## src/rtl/glue_pkg.sv

```systemverilog
/*
  Shared constants and carrier types of the custom glue logic pair: input source codes,
  filter and pair function codes, control word layouts and reset values.
  Assumes a single clock domain and plain control ports instead of a register bus.
*/
package glue_pkg;

  // ==========================================================================
  // Sizes
  localparam int NUM_CELLS   = 2;
  localparam int SYNC_STAGES = 2;

  // ==========================================================================
  // Input source select codes, shared by all three lines of both cells
  localparam logic [3:0] SRC_MASKED     = 4'h0;
  localparam logic [3:0] SRC_FEEDBACK   = 4'h1;
  localparam logic [3:0] SRC_LINK       = 4'h2;
  localparam logic [3:0] SRC_EVENT_LINE_ZERO     = 4'h3;
  localparam logic [3:0] SRC_EVENT_LINE_ONE     = 4'h4;
  localparam logic [3:0] SRC_PIN        = 4'h5;
  localparam logic [3:0] SRC_COMPARATOR = 4'h6;
  localparam logic [3:0] SRC_TIMER0     = 4'h7;
  localparam logic [3:0] SRC_TIMER1     = 4'h8;
  localparam logic [3:0] SRC_TIMER2     = 4'h9;
  localparam logic [3:0] SRC_SUBBLOCK   = 4'hA;

  // ==========================================================================
  // Output filter select codes
  localparam logic [1:0] FILT_OFF   = 2'h0;
  localparam logic [1:0] FILT_SYNC  = 2'h1;
  localparam logic [1:0] FILT_MAJOR = 2'h2;

  // ==========================================================================
  // Pair function select codes
  localparam logic [3:0] SEQ_OFF   = 4'h0;
  localparam logic [3:0] SEQ_DFF   = 4'h1;
  localparam logic [3:0] SEQ_JK    = 4'h2;
  localparam logic [3:0] SEQ_LATCH = 4'h3;
  localparam logic [3:0] SEQ_RS    = 4'h4;

  // ==========================================================================
  // Control word layouts
  typedef struct packed {
    logic       rising_pulse_enable;
    logic       cell_clock_source;
    logic [1:0] output_filter_select;
    logic       output_enable;
    logic [1:0] reserved;
    logic       enable;
  } cell_control_a_t;

  typedef struct packed {
    logic [3:0] input_one_source_select;
    logic [3:0] input_zero_source_select;
  } cell_control_b_t;

  typedef struct packed {
    logic       global_enable_wr;
    logic       pair_function_wr;
    logic [1:0] control_a_wr;
    logic [1:0] control_b_wr;
    logic [1:0] control_c_wr;
    logic [1:0] truth_wr;
    logic [7:0] wdata;
  } reg_write_t;

  typedef struct packed {
    logic                  global_enable;
    logic [3:0]            pair_function_select;
    cell_control_a_t [1:0] control_a;
    cell_control_b_t [1:0] control_b;
    logic [1:0][3:0]       input_two_source_select;
    logic [1:0][7:0]       truth;
  } readback_t;

  // ==========================================================================
  // Values after reset
  localparam logic [7:0] CONTROL_A_RESET = 8'h00;
  localparam logic [7:0] CONTROL_B_RESET = 8'h00;
  localparam logic [3:0] CONTROL_C_RESET = 4'h0;
  localparam logic [7:0] TRUTH_RESET     = 8'h00;
  localparam logic [3:0] PAIR_FN_RESET   = 4'h0;

endpackage

```

## src/rtl/lookup_cell.sv

```systemverilog
/*
  One three-input look-up cell: truth lookup, clock selection, optional two-stage
  synchronizer or majority filter, and rising pulse detector.
  Assumes its input lines are already synchronous to clk_sys.
*/
`timescale 1ns/100ps
module lookup_cell (
  input  wire logic                      clk_sys,
  input  wire logic                      rst_n,
  input  wire logic                      active,
  input  wire glue_pkg::cell_control_a_t ctrl,
  input  wire logic [7:0]                truth,
  input  wire logic [2:0]                lines,
  output logic                           tick,
  output logic                           direct,
  output logic                           result
);
  import glue_pkg::*;

  logic [2:0]             index;
  logic                   staged;
  logic                   clk_line_prev;
  logic                   next_clk_line_prev;
  logic [SYNC_STAGES-1:0] sync_q;
  logic [SYNC_STAGES-1:0] next_sync_q;
  logic [1:0]             taps;
  logic [1:0]             next_taps;
  logic                   filt;
  logic                   next_filt;
  logic                   edge_prev;
  logic                   next_edge_prev;

  // ==========================================================================
  // Lookup and clock selection
  // Line 2 reads as low when it serves as the clock.
  always_comb begin
    index  = {ctrl.cell_clock_source ? 1'b0 : lines[2], lines[1:0]};
    direct = truth[index];
    // The line 2 clock is a rising-edge tick; glitches on it act as extra edges.
    tick   = !ctrl.cell_clock_source || (lines[2] && !clk_line_prev);
  end

  // ==========================================================================
  // Filter and pulse state
  // A disabled cell clears its filter and pulse state on the next edge; the clock line sample keeps following line 2.
  always_comb begin
    next_clk_line_prev = lines[2];
    next_sync_q        = sync_q;
    next_taps          = taps;
    next_filt          = filt;
    next_edge_prev     = edge_prev;
    if (!active) begin
      next_sync_q    = '0;
      next_taps      = '0;
      next_filt      = 1'b0;
      next_edge_prev = 1'b0;
    end else if (tick) begin
      next_sync_q    = {sync_q[0], direct};
      next_taps      = {taps[0], sync_q[SYNC_STAGES-1]};
      // All three samples must agree: five ticks of delay from the lookup output to the filter output.
      if (taps == 2'h3 && sync_q[SYNC_STAGES-1]) begin
        next_filt = 1'b1;
      end else if (taps == 2'h0 && !sync_q[SYNC_STAGES-1]) begin
        next_filt = 1'b0;
      end
      next_edge_prev = staged;
    end
  end

  always_ff @(posedge clk_sys or negedge rst_n) begin
    if (!rst_n) begin
      clk_line_prev <= 1'b0;
      sync_q        <= '0;
      taps          <= '0;
      filt          <= 1'b0;
      edge_prev     <= 1'b0;
    end else begin
      clk_line_prev <= next_clk_line_prev;
      sync_q        <= next_sync_q;
      taps          <= next_taps;
      filt          <= next_filt;
      edge_prev     <= next_edge_prev;
    end
  end

  // ==========================================================================
  // Output selection; reserved filter code behaves as the plain path.
  always_comb begin
    case (ctrl.output_filter_select)
      FILT_SYNC:  staged = sync_q[SYNC_STAGES-1];
      FILT_MAJOR: staged = filt;
      default:    staged = direct;
    endcase
    // Pulse lasts one tick; falling edges need an inverted truth word.
    result = active && (ctrl.rising_pulse_enable ? (staged && !edge_prev) : staged);
  end

  // ==========================================================================
  // Checks
  property p_filter_delay;
    @(posedge clk_sys) disable iff (!rst_n)
      (active && direct && ctrl.output_filter_select == FILT_MAJOR && !ctrl.cell_clock_source
       && !ctrl.rising_pulse_enable) [*5] |=> result;
  endproperty
  a_filter_delay: assert property (p_filter_delay) else $error("Filtered output late.");

  property p_sync_delay;
    @(posedge clk_sys) disable iff (!rst_n)
      (active && !direct && ctrl.output_filter_select == FILT_SYNC && !ctrl.cell_clock_source
       && !ctrl.rising_pulse_enable) [*2] |=> !result;
  endproperty
  a_sync_delay: assert property (p_sync_delay) else $error("Synchronized output late.");

  property p_clear;
    @(posedge clk_sys) disable iff (!rst_n)
      !active |=> (sync_q == '0 && taps == '0 && !filt && !edge_prev);
  endproperty
  a_clear: assert property (p_clear) else $error("Cell state not cleared.");

  property p_pulse;
    @(posedge clk_sys) disable iff (!rst_n)
      (active && ctrl.rising_pulse_enable && !ctrl.cell_clock_source && result)
      ##1 (active && ctrl.rising_pulse_enable && !ctrl.cell_clock_source) |-> !result;
  endproperty
  a_pulse: assert property (p_pulse) else $error("Pulse longer than one cycle.");

endmodule

```

## src/rtl/custom_glue_logic.sv

```systemverilog
/*
  Custom glue logic pair: control state with enable protection, input source selection,
  two look-up cells and the shared sequential element.
  Assumes control writes arrive as one-cycle strobes on clk_sys; pins and event lines are
  asynchronous and are synchronized here; peripheral signals are already on clk_sys.
*/
`timescale 1ns/100ps
module custom_glue_logic (
  input  wire logic                 clk_sys,
  input  wire logic                 rst_n,
  input  wire glue_pkg::reg_write_t reg_wr,
  input  wire logic                 comparator_out,
  input  wire logic [2:0]           timer_wave,
  input  wire logic [1:0]           sub_block_in,
  input  wire logic [1:0][2:0]      pin_in,
  input  wire logic                 event_line_zero,
  input  wire logic                 event_line_one,
  output logic [1:0]                cell_out,
  output logic [1:0]                pin_out,
  output logic [1:0]                pin_oe,
  output glue_pkg::readback_t       readback
);
  import glue_pkg::*;

  logic                  global_enable;
  logic                  next_global_enable;
  logic [3:0]            pair_function_select;
  logic [3:0]            next_pair_function_select;
  cell_control_a_t [1:0] control_a;
  cell_control_a_t [1:0] next_control_a;
  cell_control_b_t [1:0] control_b;
  cell_control_b_t [1:0] next_control_b;
  logic [1:0][3:0]       control_c;
  logic [1:0][3:0]       next_control_c;
  logic [1:0][7:0]       truth;
  logic [1:0][7:0]       next_truth;
  logic [7:0]            async_raw;
  logic [7:0]            meta_q;
  logic [7:0]            sync_q;
  logic [1:0]            active;
  logic [1:0][2:0]       lines;
  logic [1:0]            tick;
  logic [1:0]            direct;
  logic [1:0]            result;
  logic                  seq_q;
  logic                  next_seq_q;
  logic                  clear_hold;
  logic                  next_clear_hold;
  logic                  seq_clear;
  logic                  seq_out;
  logic                  seq_on;

  // ==========================================================================
  // Source picker, used for all six input lines.
  function automatic logic pick_source(input logic [3:0] sel, input logic is_line2, input logic fb,
                                       input logic link, input logic ev0, input logic ev1,
                                       input logic pin, input logic [2:0] tw, input logic sub);
    logic v;
    v = 1'b0;
    case (sel)
      SRC_FEEDBACK:   v = is_line2 ? 1'b0 : fb;
      SRC_LINK:       v = link;
      SRC_EVENT_LINE_ZERO:     v = ev0;
      SRC_EVENT_LINE_ONE:     v = ev1;
      SRC_PIN:        v = pin;
      SRC_COMPARATOR: v = comparator_out;
      SRC_TIMER0:     v = tw[0];
      SRC_TIMER1:     v = tw[1];
      SRC_TIMER2:     v = tw[2];
      SRC_SUBBLOCK:   v = sub;
      default:        v = 1'b0;
    endcase
    return v;
  endfunction

  // ==========================================================================
  // Control state. Protected fields move only while their cell is off; the enable bit
  // itself always takes the write, so a set-enable write carries the new setup in.
  always_comb begin
    next_global_enable        = global_enable;
    next_pair_function_select = pair_function_select;
    next_control_a            = control_a;
    next_control_b            = control_b;
    next_control_c            = control_c;
    next_truth                = truth;
    if (reg_wr.global_enable_wr) begin
      next_global_enable = reg_wr.wdata[0];
    end
    if (reg_wr.pair_function_wr && !control_a[0].enable) begin
      next_pair_function_select = reg_wr.wdata[3:0];
    end
    for (int n = 0; n < NUM_CELLS; n++) begin
      if (reg_wr.control_a_wr[n]) begin
        next_control_a[n].enable = reg_wr.wdata[0];
        // A write that clears enable on a running cell leaves the setup alone.
        if (!control_a[n].enable) begin
          next_control_a[n]          = cell_control_a_t'(reg_wr.wdata);
          next_control_a[n].reserved = 2'h0;
        end
      end
      if (reg_wr.control_b_wr[n] && !control_a[n].enable) begin
        next_control_b[n] = cell_control_b_t'(reg_wr.wdata);
      end
      if (reg_wr.control_c_wr[n] && !control_a[n].enable) begin
        next_control_c[n] = reg_wr.wdata[3:0];
      end
      if (reg_wr.truth_wr[n]) begin
        next_truth[n] = reg_wr.wdata;
      end
    end
  end

  always_ff @(posedge clk_sys or negedge rst_n) begin
    if (!rst_n) begin
      global_enable        <= 1'b0;
      pair_function_select <= PAIR_FN_RESET;
      control_a            <= {NUM_CELLS{CONTROL_A_RESET}};
      control_b            <= {NUM_CELLS{CONTROL_B_RESET}};
      control_c            <= {NUM_CELLS{CONTROL_C_RESET}};
      truth                <= {NUM_CELLS{TRUTH_RESET}};
    end else begin
      global_enable        <= next_global_enable;
      pair_function_select <= next_pair_function_select;
      control_a            <= next_control_a;
      control_b            <= next_control_b;
      control_c            <= next_control_c;
      truth                <= next_truth;
    end
  end

  assign readback = '{global_enable, pair_function_select, control_a, control_b, control_c, truth};

  // ==========================================================================
  // Pins and event lines cross in through two flip-flops before any use.
  assign async_raw = {event_line_one, event_line_zero, pin_in[1], pin_in[0]};

  always_ff @(posedge clk_sys or negedge rst_n) begin
    if (!rst_n) begin
      meta_q <= 8'h00;
      sync_q <= 8'h00;
    end else begin
      meta_q <= async_raw;
      sync_q <= meta_q;
    end
  end

  // ==========================================================================
  // Cells. The odd cell has no higher neighbour, so its link reads low.
  for (genvar n = 0; n < NUM_CELLS; n++) begin : g_cell
    logic link_in;
    assign link_in   = (n + 1 < NUM_CELLS) ? direct[(n + 1) % NUM_CELLS] : 1'b0;
    assign active[n] = global_enable && control_a[n].enable;
    // Feedback uses the registered element state so latch modes form no loop.
    assign lines[n][0] = pick_source(control_b[n].input_zero_source_select, 1'b0, seq_q, link_in,
                                     sync_q[6], sync_q[7], sync_q[3*n], timer_wave,
                                     sub_block_in[n]);
    assign lines[n][1] = pick_source(control_b[n].input_one_source_select, 1'b0, seq_q, link_in,
                                     sync_q[6], sync_q[7], sync_q[3*n+1], timer_wave,
                                     sub_block_in[n]);
    assign lines[n][2] = pick_source(control_c[n], 1'b1, seq_q, link_in,
                                     sync_q[6], sync_q[7], sync_q[3*n+2], timer_wave,
                                     sub_block_in[n]);
    lookup_cell lookup_cell_inst (
      .clk_sys (clk_sys),
      .rst_n   (rst_n),
      .active  (active[n]),
      .ctrl    (control_a[n]),
      .truth   (truth[n]),
      .lines   (lines[n]),
      .tick    (tick[n]),
      .direct  (direct[n]),
      .result  (result[n])
    );
  end

  // ==========================================================================
  // Sequential element. Clear acts at once on disable and is stretched one cycle after
  // re-enable, so the element never starts from a half-written state.
  assign seq_clear = !active[0] || clear_hold;
  assign seq_on    = pair_function_select != SEQ_OFF;

  always_comb begin
    next_clear_hold = !active[0];
    next_seq_q      = seq_q;
    if (seq_clear) begin
      next_seq_q = 1'b0;
    end else if (tick[0]) begin
      case (pair_function_select)
        SEQ_DFF:   next_seq_q = result[1] ? result[0] : seq_q;
        SEQ_JK:    next_seq_q = (result[0] && !seq_q) || (!result[1] && seq_q);
        SEQ_LATCH: next_seq_q = result[1] ? result[0] : seq_q;
        SEQ_RS:    next_seq_q = result[0] || (!result[1] && seq_q);
        default:   next_seq_q = 1'b0;
      endcase
    end
  end

  always_ff @(posedge clk_sys or negedge rst_n) begin
    if (!rst_n) begin
      clear_hold <= 1'b1;
      seq_q      <= 1'b0;
    end else begin
      clear_hold <= next_clear_hold;
      seq_q      <= next_seq_q;
    end
  end

  // Latches are transparent at once; flip-flops show only the stored state.
  always_comb begin
    case (pair_function_select)
      SEQ_LATCH: seq_out = !seq_clear && (result[1] ? result[0] : seq_q);
      // Both high is forbidden; set is given priority here.
      SEQ_RS:    seq_out = !seq_clear && (result[0] || (!result[1] && seq_q));
      SEQ_DFF:   seq_out = seq_q;
      SEQ_JK:    seq_out = seq_q;
      default:   seq_out = 1'b0;
    endcase
  end

  // ==========================================================================
  // Outputs. The even cell carries the element output while a function is chosen.
  always_comb begin
    cell_out[0] = active[0] && (seq_on ? seq_out : result[0]);
    cell_out[1] = active[1] && result[1];
    pin_out     = cell_out;
    pin_oe      = {active[1] && control_a[1].output_enable, active[0] && control_a[0].output_enable};
  end

  // ==========================================================================
  // Checks
  property p_pair_protect;
    @(posedge clk_sys) disable iff (!rst_n)
      (reg_wr.pair_function_wr && control_a[0].enable) |=> $stable(pair_function_select);
  endproperty
  a_pair_protect: assert property (p_pair_protect) else $error("Pair function changed while on.");

  property p_ctrl_protect;
    @(posedge clk_sys) disable iff (!rst_n)
      (reg_wr.control_b_wr[0] && control_a[0].enable) |=> $stable(control_b[0]);
  endproperty
  a_ctrl_protect: assert property (p_ctrl_protect) else $error("Protected field changed.");

  property p_enable_clear;
    @(posedge clk_sys) disable iff (!rst_n)
      (reg_wr.control_a_wr[0] && control_a[0].enable && !reg_wr.wdata[0])
      |=> (!control_a[0].enable && control_a[0][7:1] == $past(control_a[0][7:1]));
  endproperty
  a_enable_clear: assert property (p_enable_clear) else $error("Clearing write moved setup.");

  property p_enable_set;
    @(posedge clk_sys) disable iff (!rst_n)
      (reg_wr.control_a_wr[0] && !control_a[0].enable && reg_wr.wdata[0])
      |=> (control_a[0] == ($past(reg_wr.wdata) & 8'hF9));
  endproperty
  a_enable_set: assert property (p_enable_set) else $error("Enabling write lost setup.");

  property p_global;
    @(posedge clk_sys) disable iff (!rst_n)
      !global_enable |-> (cell_out == 2'h0 && pin_oe == 2'h0);
  endproperty
  a_global: assert property (p_global) else $error("Output active while block off.");

  property p_seq_clear;
    @(posedge clk_sys) disable iff (!rst_n)
      $rose(active[0]) |-> ##1 (seq_q == 1'b0);
  endproperty
  a_seq_clear: assert property (p_seq_clear) else $error("Reset not held one cycle.");

  property p_jk_toggle;
    @(posedge clk_sys) disable iff (!rst_n)
      (pair_function_select == SEQ_JK && !seq_clear && tick[0] && result[0] && result[1])
      |=> (seq_q != $past(seq_q));
  endproperty
  a_jk_toggle: assert property (p_jk_toggle) else $error("JK did not toggle.");

  property p_dff_hold;
    @(posedge clk_sys) disable iff (!rst_n)
      (pair_function_select == SEQ_DFF && !seq_clear && !result[1]) |=> $stable(seq_q);
  endproperty
  a_dff_hold: assert property (p_dff_hold) else $error("Flip-flop moved with gate low.");

  property p_feedback;
    @(posedge clk_sys) disable iff (!rst_n)
      (control_b[0].input_zero_source_select == SRC_FEEDBACK) |-> (lines[0][0] == seq_q);
  endproperty
  a_feedback: assert property (p_feedback) else $error("Feedback line wrong.");

endmodule

```

## config.mk

```make
export PLATFORM = sky130hd
export DESIGN_NAME = custom_glue_logic
export DESIGN_NICKNAME = d
export VERILOG_FILES = /design/src/rtl/glue_pkg.sv /design/src/rtl/lookup_cell.sv /design/src/rtl/custom_glue_logic.sv
export SDC_FILE = /design/constraint.sdc
export NUM_CORES = 1
export LEC_CHECK = 0
export ABC_AREA = 1
export BUFFER_PORTS_ARGS = -buffer_cell sky130_fd_sc_hd__buf_2
export CAP_MARGIN = 20
export CORE_MARGIN = 4
export CORE_UTILIZATION = 50
export CTS_CLUSTER_SIZE = 16
export DETAILED_ROUTE_END_ITERATION = 8
export GPL_TIMING_DRIVEN = 0
export HOLD_SLACK_MARGIN = 0.03
export PLACE_DENSITY = 0.79
export SYNTH_ARGS = -nofsm -noshare
export SYNTH_HDL_FRONTEND = slang
export SYNTH_SLANG_ARGS = --single-unit
```

## constraint.sdc

```tcl
create_clock -name clk_sys -period 5.8 [get_ports clk_sys]
set_input_delay 1.16 -clock clk_sys [delete_from_list [all_inputs] [get_ports clk_sys]]
set_output_delay 1.16 -clock clk_sys [all_outputs]
set_load 0.02 [all_outputs]
```

==> metrics.txt <==
Nets about 670; Die Span Y between 100 and 150 um; top post-synthesis cells by area dfrtp_1 51%, nand2_1 9.9%, o21ai_0 7.2%; cell accounting for the most synthesized area dfrtp_1; Post-Route Skew 0.0127 ns; drc violations 0; Die Span X roughly 100 um; final setup vio count 0; Syn Area/Cell about 8.2 um^2; final hold violation count 0; Leakage 0.00268 uW; post-synthesis cell area 4320 um^2; routability cong. 0.865; fmax between 200 and 250 MHz; layout cells sized above 1 0.225; wirelength, routed 11300 um; P per Cell Area approximately 310 nW/um^2; global-route usage over all layers 0.230; Starting DRT DRC Count slightly above 300; largest net degree at the start of global routing between 60 and 70; Worst Path Max Fanout 5; most common cell in the netlist nand2_1; final hold slack ~0.35 ns; share of flip-flops with an asynchronous set or reset 1.00; Slew @ Worst Pin around 0.66 ns; Worst Setup EP pin_out[0]; FF+latch count, synth 89; estimated wirelength of the detail-placed design approximately 8600 um; RSZ-0062 raised after global routing no; routed len/inst 15.2 um; synth cell count leaders 114 x nand2_1, 88 x dfrtp_1, 78 x inv_1; CP endpoint kind primary output; fin util 0.618; Post-CTS Hold Fix Bufs 0; Final Slew Violations 0; worst path required time roughly 4.6 ns; Cell variety after synth 36; Crit Path Class in2out; final worst slack 1.14 ns; num ports slightly above 100; Clk Latency, worst-skew pair 0.36 ns; reg-to-reg slack, setup 3.30 ns; antenna diode count 0; Vias around 4000; number of synthesized flops with an enable pin 0; max_cap viols 0; r2r endpoint seq_q$_DFFE_PN0P_; I/O Buffers 95; die area about 10000 um^2; Setup crit start comparator_out; crit path max-delay cell type a211oi_1; CP arrival between 3 and 4 ns; share of the synthesized area in the top cell type 0.510; critical-path cell list buf_2 -> inv_1 -> o21ai_0 -> a21oi_1 -> o32ai_1 -> a211oi_1 -> nand2_2 -> nand2_1 -> nand3_1 -> nand3_1 -> nand3_2 -> nand3_2 -> nand2_2 -> nand2_1 -> nand3_1 -> nand2_1 -> inv_1 -> buf_4 -> buf_2; FF-to-FF path depth 15; TritonRoute pass-1 iters 6; cts bufs inserted 9; clock period minus worst slack around 4.7 ns; standard-cell rows 33; Post-CTS Setup Repair Bufs 0; Reg-to-Reg Start readback[24]$_DFFE_PN0P_; Initial Utilization 0.521; root buffer cell clkbuf_8; slowest cell delay on critical path approximately 0.55 ns; Overflow after GRT 0; Max VDD drop about 0.00016 V; Resize count post-CTS 0; fraction of the yosys area taken by sequential cells 0.516; ys flop type dfrtp_1; Routed Antenna Nets 0; vias in the first global route ~3800; clock slew at reported path FFs around 0.090 ns; area delta synth->final 18.8%; Clock Path Buffers 2; DP Worst Slack between 1 and 1.5 ns; CTS tree built; setup TNS 0 ns; hold crit path type reg2reg; Startpoint Class input pin; Cells after Synth between 500 and 600; CTS sink count approximately 90; CORE AREA around 8300 um^2; outcome finished, final reports clean; initial antenna violation count 0; drt via density 5.29; Max-slew headroom 0.560; H-tree depth 3; Period Utilization, post-route 0.804; first-pass GRT wire length around 18000 um; Synth warnings 0
## layout make-up
type	count	area, um^2
clock inverter	5	32.5
tap	105	131
clock buffer	11	131
fill	728	3170
inverter	80	300
buffer	13	82.6
sequential	89	2230
timing repair buffer	96	505
multi-input combinational	346	1720
## flip-flops by register name (all words and copies together) (netlist names)
name	flops
clear_hold	1
g_cell.lookup_cell_inst.clk_line_prev	2
g_cell.lookup_cell_inst.edge_prev	2
g_cell.lookup_cell_inst.filt	2
g_cell.lookup_cell_inst.sync_q	4
g_cell.lookup_cell_inst.taps	4
global_enable	1
meta_q	8
pair_function_select	4
readback	52
seq_q	1
sync_q	8
## per-layer routing
metal	track usage	up-vias	routed length, um
met2	0.362	162	5150
li1	-	1925	-
met4	0.0951	0	361
met1	0.309	1829	4880
met5	0	-	0
met3	0.0505	28	931
## placed cells by master (no fill, tap or decap), types with 8 or more instances in the layout
cell      instances
nand2_1         114
buf_2            94
dfrtp_1          88
inv_1            78
o21ai_0          62
nand3_1          46
nor2_1           36
a21oi_1          18
o22ai_1           9
clkbuf_8          9
nor3_1            8
buf_4             8
## worst min path at each step
stage                                    from             endpoint  slack [ns]  depth (start not counted)
after global routing      meta_q[1]$_DFF_PN0_  sync_q[1]$_DFF_PN0_        0.36                          0
final                     meta_q[3]$_DFF_PN0_  sync_q[3]$_DFF_PN0_        0.35                          0
after CTS                 meta_q[7]$_DFF_PN0_  sync_q[7]$_DFF_PN0_        0.36                          0
after detailed placement  meta_q[0]$_DFF_PN0_  sync_q[0]$_DFF_PN0_        0.33                          0
after floorplan           meta_q[0]$_DFF_PN0_  sync_q[0]$_DFF_PN0_        0.33                          0
after global placement    meta_q[3]$_DFF_PN0_  sync_q[3]$_DFF_PN0_        0.33                          0
## critical path: cells and delay by family
family                 cells  cell delay (ns)
AND/OR/NAND/NOR           10             0.89
buffers and inverters      5             0.52
AO/OA/AOI/OAI              4             0.92
## through the flow
step,total power [uW],area (um^2),std cells
after floorplan,1070,4330,528
after global placement,1220,4940,728
after detailed placement,1240,4970,729
after CTS,1610,5130,745
after global routing,1700,5130,745
final,1610,5130,745
## cells by family (layout without fill, tap and decap cells)
logic type               after synthesis  in the layout  share of synthesized area
buffers and inverters                 93            205                     0.0886
flip-flops                            89             89                      0.516
adder cells (fa/ha/maj)                4              4                     0.0116
other                                  1              4                   0.000868
AO/OA/AOI/OAI                        102            102                      0.131
AND/OR/NAND/NOR                      236            236                      0.252
## report_power, final
| part | leakage (uW) | internal, uW | switching (uW) | total, uW |
|---|---|---|---|---|
| clock | 0.0000753 | 155 | 221 | 375 |
| combinational | 0.00151 | 161 | 312 | 473 |
| sequential | 0.00109 | 688 | 69.6 | 758 |
| total | 0.00268 | 1000 | 602 | 1610 |
No activity file was read; power rests on OpenSTA's default activity.
